==> src/rtl/rta_pkg.sv <==
// package: offsets, indexes, reset values and carriers of the alarm bank
package rta_pkg;
  // host port offsets
  localparam logic [7:0] OFS_IDX0 = 8'h70;
  localparam logic [7:0] OFS_DAT0 = 8'h71;
  localparam logic [7:0] OFS_IDX1 = 8'h72;
  localparam logic [7:0] OFS_DAT1 = 8'h73;
  // bank 0 indexes
  localparam logic [7:0] IDX_CTL_B = 8'h0b;
  localparam logic [7:0] IDX_FLAGS = 8'h0c;
  localparam logic [7:0] IDX_VALID = 8'h0d;
  // bank 1 indexes
  localparam logic [7:0] IDX_SEC2  = 8'h00;
  localparam logic [7:0] IDX_MIN2  = 8'h01;
  localparam logic [7:0] IDX_HOUR2 = 8'h02;
  localparam logic [7:0] IDX_DAY2  = 8'h03;
  localparam logic [7:0] IDX_MON2  = 8'h04;
  // control b bit positions
  localparam int unsigned BIT_A1IE = 5;
  localparam int unsigned BIT_SECOND_ALARM_IRQ_ENABLE = 3;
  localparam int unsigned BIT_NFMT = 2;
  localparam int unsigned BIT_HFMT = 1;
  // flags register and validity register bit positions
  localparam int unsigned BIT_FIRST_ALARM_FLAG = 5;
  localparam int unsigned BIT_SECOND_ALARM_FLAG = 3;
  localparam int unsigned BIT_VAL  = 7;
  // reset values, don't-care code and field count
  localparam logic [7:0] RST_MON   = 8'hc0;
  localparam logic [7:0] RST_DAY   = 8'hc0;
  localparam logic [7:0] RST_TIME  = 8'h00;
  localparam logic [7:0] RST_IDX   = 8'h00;
  localparam logic [7:0] RST_CTL   = 8'h00;
  localparam logic [1:0] DONT_CARE = 2'b11;
  localparam int unsigned NFIELDS  = 5;

  typedef struct packed {
    logic [7:0] addr;
    logic       wr;
    logic       rd;
    logic [7:0] wdata;
  } rta_bus_t;

  typedef struct packed {
    logic [7:0] sec;
    logic [7:0] min;
    logic [7:0] hour;
    logic [7:0] day;
    logic [7:0] month;
  } rta_time_t;
endpackage : rta_pkg

==> src/rtl/rta_alarm_bank.sv <==
// alarm-compare register set with paired index/data host ports
//
// Contract
// - top bits 11 make a field always match
// - first month alarm, read/write, resets C0h
// - first month alarm index set by input
// - second seconds alarm at index 00h, reset 00h
// - second minutes alarm at index 01h, reset 00h
// - second hours alarm at index 02h, reset 00h
// - 12-hour alarm hours, bit 7 marks PM
// - 24-hour alarm hours 00-23 BCD, 00-17 binary
// - second date alarm at index 03h, reset C0h
// - second month alarm at index 04h, reset C0h
// - port 70h selects bank-0 register
// - port 71h reaches selected bank-0 register
// - port 72h selects bank-1 register
// - port 73h reaches selected bank-1 register
// - second alarm match sets flag, enable gates interrupt
// - number format bit: 0 BCD, 1 binary
// - hour format bit: 0 12-hour, 1 24-hour
// - flags clear on invalid contents or read
`timescale 1ns/10ps
module rta_alarm_bank (
  input  wire logic               clk,
  input  wire logic               reset,
  input  wire rta_pkg::rta_bus_t  host,
  output logic [7:0]              host_rdata,
  input  wire logic [7:0]         first_alarm_month_index,
  input  wire rta_pkg::rta_time_t cur_time,
  input  wire logic               first_alarm_rest_match,
  input  wire logic               contents_valid_status,
  output logic                    irq,
  output logic                    number_format_select,
  output logic                    hour_format_select,
  output logic                    first_alarm_flag,
  output logic                    second_alarm_flag
);
  import rta_pkg::*;

  // ----------------------------------------------------------------
  // registers
  // ----------------------------------------------------------------
  logic [7:0] idx0_r;
  logic [7:0] idx1_r;
  logic [7:0] first_alarm_month_r;
  rta_time_t  alarm2_r;
  logic       first_alarm_irq_enable_r;
  logic       second_alarm_irq_enable_r;
  logic [7:0] host_rdata_nxt;
  logic       wr0;
  logic       wr1;
  logic       rd_flags;
  logic [NFIELDS-1:0] hit2;
  logic       hit1;
  logic       match2;
  logic       match1;
  logic       match2_prev_r;
  logic       match1_prev_r;
  logic       event2;
  logic       event1;

  assign wr0      = host.wr && (host.addr == OFS_DAT0);
  assign wr1      = host.wr && (host.addr == OFS_DAT1);
  assign rd_flags = host.rd && (host.addr == OFS_DAT0) && (idx0_r == IDX_FLAGS);

  // ----------------------------------------------------------------
  // index ports
  // ----------------------------------------------------------------
  always_ff @(posedge clk) begin
    if (reset) begin
      idx0_r <= RST_IDX;
    end else if (host.wr && host.addr == OFS_IDX0) begin
      idx0_r <= host.wdata;
    end
  end

  always_ff @(posedge clk) begin
    if (reset) begin
      idx1_r <= RST_IDX;
    end else if (host.wr && host.addr == OFS_IDX1) begin
      idx1_r <= host.wdata;
    end
  end

  // ----------------------------------------------------------------
  // bank 0: first month alarm and control
  // ----------------------------------------------------------------
  // the month alarm index wins over a control index if software aliases them
  always_ff @(posedge clk) begin
    if (reset) begin
      first_alarm_month_r <= RST_MON;
    end else if (wr0 && idx0_r == first_alarm_month_index) begin
      first_alarm_month_r <= host.wdata;
    end
  end

  always_ff @(posedge clk) begin
    if (reset) begin
      first_alarm_irq_enable_r  <= 1'b0;
      second_alarm_irq_enable_r <= 1'b0;
      number_format_select      <= 1'b0;
      hour_format_select        <= 1'b0;
    end else begin
      if (wr0 && idx0_r == IDX_CTL_B && idx0_r != first_alarm_month_index) begin
        first_alarm_irq_enable_r  <= host.wdata[BIT_A1IE];
        second_alarm_irq_enable_r <= host.wdata[BIT_SECOND_ALARM_IRQ_ENABLE];
        number_format_select      <= host.wdata[BIT_NFMT];
        hour_format_select        <= host.wdata[BIT_HFMT];
      end
      // enables drop while the backed-up contents are not trustworthy
      if (!contents_valid_status) begin
        first_alarm_irq_enable_r  <= 1'b0;
        second_alarm_irq_enable_r <= 1'b0;
      end
    end
  end

  // ----------------------------------------------------------------
  // bank 1: second alarm
  // ----------------------------------------------------------------
  // hour bytes are stored raw; the time counters use the same encoding
  // for the selected hour and number format, so equality covers AM/PM
  always_ff @(posedge clk) begin
    if (reset) begin
      alarm2_r.sec   <= RST_TIME;
      alarm2_r.min   <= RST_TIME;
      alarm2_r.hour  <= RST_TIME;
      alarm2_r.day   <= RST_DAY;
      alarm2_r.month <= RST_MON;
    end else if (wr1) begin
      case (idx1_r)
        IDX_SEC2:  alarm2_r.sec   <= host.wdata;
        IDX_MIN2:  alarm2_r.min   <= host.wdata;
        IDX_HOUR2: alarm2_r.hour  <= host.wdata;
        IDX_DAY2:  alarm2_r.day   <= host.wdata;
        IDX_MON2:  alarm2_r.month <= host.wdata;
        default:   alarm2_r       <= alarm2_r;
      endcase
    end
  end

  // ----------------------------------------------------------------
  // read path
  // ----------------------------------------------------------------
  function automatic logic [7:0] bank1_read(input rta_time_t a, input logic [7:0] idx);
    case (idx)
      IDX_SEC2:  bank1_read = a.sec;
      IDX_MIN2:  bank1_read = a.min;
      IDX_HOUR2: bank1_read = a.hour;
      IDX_DAY2:  bank1_read = a.day;
      IDX_MON2:  bank1_read = a.month;
      default:   bank1_read = 8'h00;
    endcase
  endfunction : bank1_read

  always_comb begin
    host_rdata_nxt = 8'h00;
    case (host.addr)
      OFS_IDX0: host_rdata_nxt = idx0_r;
      OFS_IDX1: host_rdata_nxt = idx1_r;
      OFS_DAT1: host_rdata_nxt = bank1_read(alarm2_r, idx1_r);
      OFS_DAT0: begin
        if (idx0_r == first_alarm_month_index) begin
          host_rdata_nxt = first_alarm_month_r;
        end else if (idx0_r == IDX_CTL_B) begin
          host_rdata_nxt[BIT_A1IE] = first_alarm_irq_enable_r;
          host_rdata_nxt[BIT_SECOND_ALARM_IRQ_ENABLE] = second_alarm_irq_enable_r;
          host_rdata_nxt[BIT_NFMT] = number_format_select;
          host_rdata_nxt[BIT_HFMT] = hour_format_select;
        end else if (idx0_r == IDX_FLAGS) begin
          host_rdata_nxt[BIT_FIRST_ALARM_FLAG] = first_alarm_flag;
          host_rdata_nxt[BIT_SECOND_ALARM_FLAG] = second_alarm_flag;
        end else if (idx0_r == IDX_VALID) begin
          host_rdata_nxt[BIT_VAL] = contents_valid_status;
        end
      end
      default: host_rdata_nxt = 8'h00;
    endcase
  end

  always_ff @(posedge clk) begin
    if (reset) begin
      host_rdata <= 8'h00;
    end else if (host.rd) begin
      host_rdata <= host_rdata_nxt;
    end
  end

  // ----------------------------------------------------------------
  // match and flags
  // ----------------------------------------------------------------
  rta_field_match u_sec (.clk(clk), .reset(reset), .alarm(alarm2_r.sec),
                         .current(cur_time.sec), .hit_r(hit2[0]));
  rta_field_match u_min (.clk(clk), .reset(reset), .alarm(alarm2_r.min),
                         .current(cur_time.min), .hit_r(hit2[1]));
  rta_field_match u_hour (.clk(clk), .reset(reset), .alarm(alarm2_r.hour),
                          .current(cur_time.hour), .hit_r(hit2[2]));
  rta_field_match u_day (.clk(clk), .reset(reset), .alarm(alarm2_r.day),
                         .current(cur_time.day), .hit_r(hit2[3]));
  rta_field_match u_mon (.clk(clk), .reset(reset), .alarm(alarm2_r.month),
                         .current(cur_time.month), .hit_r(hit2[4]));
  rta_field_match u_mon1 (.clk(clk), .reset(reset), .alarm(first_alarm_month_r),
                          .current(cur_time.month), .hit_r(hit1));

  assign match2 = &hit2;
  assign match1 = hit1 && first_alarm_rest_match;

  // a held match raises the flag once, so a read can clear it for good
  always_ff @(posedge clk) begin
    if (reset) begin
      match2_prev_r <= 1'b0;
      match1_prev_r <= 1'b0;
    end else begin
      match2_prev_r <= match2;
      match1_prev_r <= match1;
    end
  end

  assign event2 = match2 && !match2_prev_r && contents_valid_status;
  assign event1 = match1 && !match1_prev_r && contents_valid_status;

  rta_sticky_flag u_flag2 (.clk(clk), .reset(reset), .set(event2),
                           .clr(rd_flags || !contents_valid_status), .q_r(second_alarm_flag));
  rta_sticky_flag u_flag1 (.clk(clk), .reset(reset), .set(event1),
                           .clr(rd_flags || !contents_valid_status), .q_r(first_alarm_flag));

  always_ff @(posedge clk) begin
    if (reset) begin
      irq <= 1'b0;
    end else begin
      irq <= (second_alarm_flag && second_alarm_irq_enable_r)
          || (first_alarm_flag && first_alarm_irq_enable_r);
    end
  end
endmodule : rta_alarm_bank

==> src/rtl/rta_field_match.sv <==
// one alarm field compared against the current time field
`timescale 1ns/10ps
module rta_field_match (
  input  wire logic       clk,
  input  wire logic       reset,
  input  wire logic [7:0] alarm,
  input  wire logic [7:0] current,
  output logic            hit_r
);
  import rta_pkg::*;

  always_ff @(posedge clk) begin
    if (reset) begin
      hit_r <= 1'b0;
    end else begin
      hit_r <= (alarm[7:6] == DONT_CARE) || (alarm == current);
    end
  end
endmodule : rta_field_match

==> src/rtl/rta_sticky_flag.sv <==
// sticky event flag; a set in the clear cycle wins
`timescale 1ns/10ps
module rta_sticky_flag (
  input  wire logic clk,
  input  wire logic reset,
  input  wire logic set,
  input  wire logic clr,
  output logic      q_r
);
  import rta_pkg::*;

  always_ff @(posedge clk) begin
    if (reset) begin
      q_r <= 1'b0;
    end else begin
      q_r <= set | (q_r & ~clr);
    end
  end
endmodule : rta_sticky_flag

==> config.mk <==
export PLATFORM = sky130hd
export DESIGN_NAME = rta_alarm_bank
export DESIGN_NICKNAME = d
export VERILOG_FILES = /design/src/rtl/rta_pkg.sv /design/src/rtl/rta_alarm_bank.sv /design/src/rtl/rta_field_match.sv /design/src/rtl/rta_sticky_flag.sv
export SDC_FILE = /design/constraint.sdc
export NUM_CORES = 1
export LEC_CHECK = 0
export ABC_CLOCK_PERIOD_IN_PS = 4300
export BUFFER_PORTS_ARGS = -buffer_cell sky130_fd_sc_hd__buf_2
export CAP_MARGIN = 20
export CORE_MARGIN = 10
export CORE_UTILIZATION = 45
export CTS_BUF_LIST = sky130_fd_sc_hd__clkbuf_16
export DETAILED_ROUTE_END_ITERATION = 10
export GPL_TIMING_DRIVEN = 0
export PLACE_DENSITY_LB_ADDON = 0.15
export SLEW_MARGIN = 40
export SYNTH_ARGS = -nofsm -noshare
export SYNTH_HDL_FRONTEND = slang
export SYNTH_SLANG_ARGS = --single-unit
==> constraint.sdc <==
create_clock -name clk -period 4.3 [get_ports clk]
set_clock_uncertainty 0.2 [all_clocks]
set_input_delay 0.645 -clock clk [delete_from_list [all_inputs] [get_ports clk]]
set_output_delay 0.645 -clock clk [all_outputs]
set_load 0.1 [all_outputs]
Word-level counts from Yosys, hierarchy flattened
Cells that the tools add are included.
{ "classes": {"eq_ne": 25, "n_mux": 16, "bitwise": 6, "n_reduce_logical": 35} }
{ "ops": {"columns": ["operator", "n"], "rows": [
  ["8-bit == test", 7],
  ["8-bit one-hot mux with 5 select lines", 1],
  ["8-bit by 7-bit == test with 1-bit output, second input constant", 4],
  ["8-bit one-hot mux with 4 select lines", 1],
  ["8-bit by 4-bit == test with 1-bit output, second input constant", 3],
  ["8-bit by 2-bit == test with 1-bit output, second input constant", 2],
  ["1-bit logical AND", 16],
  ["2-bit == test, second input constant", 6],
  ["1-bit two-way mux", 12],
  ["2-bit AND reduction", 5],
  ["8-bit by 1-bit == test with 1-bit output, second input constant", 1],
  ["8-bit by 3-bit == test with 1-bit output, second input constant", 1],
  ["8-bit zero test", 1],
  ["1-bit logical OR", 8],
  ["8-bit inequality test", 1],
  ["5-bit AND reduction", 1],
  ["1-bit zero test", 3],
  ["3-bit two-way mux", 1],
  ["1-bit bitwise AND", 2],
  ["2-bit two-way mux", 1],
  ["1-bit inverter", 2],
  ["1-bit OR", 2],
  ["2-bit OR reduction", 1]
]} }
{ "word_totals": {"ff_bits": 87, "in_bits": 70, "output_inout_bits": 13, "elab_cells": 106} }

Logic depth before layout (Yosys ltp)
{ "depth": {"word_depth": 7, "ltp_mapped": 7, "ltp_nobuf": 5} }

By module
A second synthesis with hierarchy kept.
{ "hier_totals": {"hier_cells": 507, "hier_area_um2": 4740.8} }
{ "by_module_without_submodules": {"columns": ["module", "n_inst", "cells_each", "area_per_inst_um2", "seq_area_each_um2"], "rows": [
  ["rta_alarm_bank", 1, 421, 3980.1, 1581.5],
  ["rta_field_match", 6, 13, 113.9, 20.0],
  ["rta_sticky_flag", 2, 4, 38.8, 20.0]
]} }

Worst setup path after synthesis
OpenSTA, ideal clock, no wires.
{ "synth_path": {"path_type": "input to register", "startpoint": "input host[12] (netlist bit)", "endpoint": "register first_alarm_month_r[6]", "setup_ns": 0.120, "arrival_ns": 1.920, "required_time_ns": 3.980, "setup_slack_ns": 2.061, "stages": 4, "n_path_buf": 0, "cell_sequence": "nand4bb_1 > nor3_1 > nand4_4 > a211o_1"} }
{ "synth_via": {"elab_chain_len": 3} }
{ "synth_rtl": {"columns": ["element", "line", "source"], "rows": [
  ["start: declaration", "rta_alarm_bank.sv:26", "input wire rta_pkg::rta_bus_t host,"],
  ["8-bit by 7-bit == test with 1-bit output", "rta_alarm_bank.sv:62", "assign wr0 = host.wr && (host.addr == OFS_DAT0);"],
  ["1-bit logical AND", "rta_alarm_bank.sv:62", null],
  ["1-bit logical AND", "rta_alarm_bank.sv:92", "end else if (wr0 && idx0_r == first_alarm_month_index) begin"],
  ["end signal: assignment", "rta_alarm_bank.sv:93", "first_alarm_month_r <= host.wdata;"],
  ["end: declaration", "rta_alarm_bank.sv:45", "logic [7:0] first_alarm_month_r;"]
]} }
Every way passes these cells.
A chain may end at the register's enable or synchronous reset.

Worst setup path in the final report
{ "layout_path": {"startpoint": "input reset", "endpoint": "register u_hour.hit_r"} }
{ "layout_lines": {"columns": ["element", "line", "source"], "rows": [
  ["start: declaration", "rta_alarm_bank.sv:25", "input wire logic reset,"],
  ["end signal: assignment", "rta_field_match.sv:16", "hit_r <= (alarm[7:6] == DONT_CARE) || (alarm == current);"],
  ["end: declaration", "rta_field_match.sv:8", "output logic hit_r"]
]} }
No word-level cell between the ends.

==> results.toml <==
[outcome]
outcome = "finished clean"

[sta]
setup_viol = 0
finalSetupTns_ps = 0
max_slew_margin_pct = 52.0
min_period_ps = 2510
max_freq_mhz = 399
rsz0062_at_grt = "no"
tightest_slew_ps = 714
setup_ws_ps = 1790
final_max_slew_viol_count = 0
hold_violations = 0
period_share_pct = 58.3

[clock_network]
numClockSinks = 87
clock_latency_ps = 330
cts_resized = 0
clkTransAtPathRegs_ps = 60
clockRootBuffer = "clkbuf_16"
clk_path_buf_depth = 2
holdBufCountCts = 0
cts_setup_buffers = 0
h-tree-depth = 3
cts_tree = "done"
cts_inserted_buffers = 9

[hold_path]
hp-class = "flip-flop to flip-flop"

[synth]
synth_fp_nets = 545
syn_area_mm2 = 0.00461
syn_inst = 475
synthFlopType = "dfxtp_1"
syn_area_per_cell_um2 = 9.71
async_flop_share_pct = 0
synth_edf_count = 0
synth_cell_types = 53
yosysSeqAreaShare_pct = 37.8
synth_seq_cells = 87
yosys_warnings = 0

[run]
cap_violations = 0

[floorplanning]
rows = 36
fp.dieArea_mm2 = 0.0147
initial_utilization_pct = 46.7
core_mm2 = 0.00986
die_h_um = 121
die_w_um = 121
pin_count = 83

[critical_path]
cp-end-kind = "flip-flop"
path_buf_inv = 4
critPathArrivalTime_ps = 2470
worst_path_most_repeated_cell = "clkbuf_1"
path_cells = "buf_2, clkbuf_1, clkbuf_1, clkbuf_1, nor2_1"
crit_family = "buffers and inverters"
critPathRequiredTime_ps = 4260
path_class = "input port to flip-flop"
reg2reg_slack_ps = 2040
critPathSlowestCell = "clkbuf_1"
cp-start-kind = "input port"
crit_fanout = 10
max_stage_delay_ps = 560

[place]
hpwl_mm = 10.9
preCtsSetupSlack_ps = 1510
gp_congestion = 0.970
port_buffers = 82
placed_cells = 690
placedInstanceArea_mm2 = 0.00519

[finish]
regArea_mm2 = 0.00174
multi_input_area_mm2 = 0.00274
stdcell_area_mm2 = 0.00548
diodes = 0
drive_gt1_share_pct = 23.1
final_cells = 705
num-nets-final = 638
area_delta_synth_final_pct = 18.9
utilization_pct = 55.6
fillers = 897

[route]
drcViolationCount = 0
viasPerCell = 5.41
wirelength_mm = 14.1
wl_per_cell_um = 20.0
drtIter0Drc = 323
num_vias = 3817
firstDrtPassIters = 5
drtAntennaViolNets = 0

[global_routing]
antenna_found_initial = 0
grt_pass1_wl_mm = 22.1
grt_max_degree = 16
grt_overflow_total = 0
first_global_vias = 3978
grtUsageTotal_pct = 19.3

[power]
powerDensity_mw_per_mm2 = 312
ir_drop_uv = 228
p_leak_nw = 2.36
[power by group]
part | internal, mW | leakage, nW | switching [mW]
clock | 0.450 | 0.134 | 0.328
combinational | 0.0488 | 1.52 | 0.0770
sequential | 0.808 | 0.702 | 0.00126
[layout by cell type, fill, tap and decap left out, types with 3 or more instances in the layout]
| cell type | n |
|---|---|
| buf_2 | 88 |
| dfxtp_1 | 87 |
| nor2_1 | 75 |
| mux2i_1 | 68 |
| xor2_1 | 56 |
| nand2b_1 | 27 |
| a22oi_1 | 16 |
| nor4_1 | 13 |
| clkbuf_1 | 11 |
| a21oi_1 | 9 |
| clkbuf_16 | 9 |
| nand2_1 | 7 |
| nor2b_1 | 7 |
| mux4_2 | 7 |
| a31oi_1 | 7 |
| mux2_2 | 6 |
| inv_1 | 4 |
| a211o_1 | 4 |
| nand3_1 | 4 |
| o21ai_0 | 4 |
| o22a_1 | 4 |
| nor3b_1 | 3 |
| buf_4 | 3 |
| buf_1 | 3 |
| nand4_1 | 3 |
| a211oi_1 | 3 |
| o221ai_1 | 3 |
| clkinvlp_4 | 3 |
[cell usage after synthesis (3+ instances only)]
| cell | number | area (um^2) |
|---|---|---|
| dfxtp_1 | 87 | 1740 |
| nor2_1 | 75 | 282 |
| mux2i_1 | 68 | 681 |
| xor2_1 | 56 | 490 |
| nand2b_1 | 27 | 169 |
| a22oi_1 | 16 | 120 |
| nor4_1 | 13 | 81.3 |
| clkbuf_1 | 11 | 41.3 |
| a21oi_1 | 9 | 45.0 |
| a31oi_1 | 7 | 43.8 |
| mux4_2 | 7 | 158 |
| nand2_1 | 7 | 26.3 |
| nor2b_1 | 7 | 43.8 |
| buf_2 | 6 | 30.0 |
| mux2_2 | 6 | 67.6 |
| a211o_1 | 4 | 35.0 |
| inv_1 | 4 | 15.0 |
| nand3_1 | 4 | 20.0 |
| o21ai_0 | 4 | 20.0 |
| o22a_1 | 4 | 35.0 |
| a211oi_1 | 3 | 22.5 |
| buf_1 | 3 | 11.3 |
| buf_4 | 3 | 22.5 |
| nand4_1 | 3 | 18.8 |
| nor3b_1 | 3 | 22.5 |
| o221ai_1 | 3 | 26.3 |
[tightest hold or removal path, stage by stage, from the launching register on]
cell and delay, ps:
dfxtp_1 300, nand2_1 80, nor2_1 40
[final cells by class]
type / count / area share (%)
clock buffers: 9 / 4.11
well taps: 133 / 3.04
clock inverters: 6 / 1.28
repair buffers: 82 / 7.49
inverters: 4 / 0.274
plain buffers: 24 / 2.01
multi-input cells: 360 / 50.0
flip-flops and latches: 87 / 31.8
[sequential cells by signal, indices dropped and copies added, names as in the netlist, 8 cells and up]
name and count:
alarm2_r 40, host_rdata 8, first_alarm_month_r 8, idx0_r 8, idx1_r 8
[per-layer routing]
metal | routed length (um) | GRT usage (%)
met4 | 127 | 4.84
met2 | 6760 | 31.6
met3 | 852 | 4.28
met5 | 0 | 0
met1 | 6380 | 25.1
[kinds of logic after synthesis]
group | after synthesis | share of synthesized area, %
and+or+nand+nor | 166 | 20.4
buffers and inverters | 28 | 2.71
xor gates and xnor gates | 56 | 10.6
AOI/OAI and AO/OA | 57 | 8.79
muxes | 81 | 19.6
DFF | 87 | 37.8
[path summary, 6_finish.rpt]
| path | cells after the start | from | end |
|---|---|---|---|
| hold reg to reg | 2 | u_mon1.hit_r$_SDFF_PP0_ | match1_prev_r$_SDFF_PP0_ |
| setup reg to reg | 6 | idx1_r[2]$_SDFFE_PP0P_ | alarm2_r[7]$_SDFFE_PP1P_ |
| hold / removal | 2 | u_mon1.hit_r$_SDFF_PP0_ | match1_prev_r$_SDFF_PP0_ |
| setup / recovery | 5 | reset | u_hour.hit_r$_SDFF_PP0_ |
[metrics by stage]
| stage | hold slack, ps | total power [mW] |
|---|---|---|
| after floorplan | 226 | 0.882 |
| after global placement | 245 | 0.951 |
| after detailed placement | 255 | 0.953 |
| after CTS | 265 | 1.72 |
| after global routing | 289 | 1.77 |
| final | 257 | 1.71 |
Note: power is estimated with default switching activity, not from simulation.
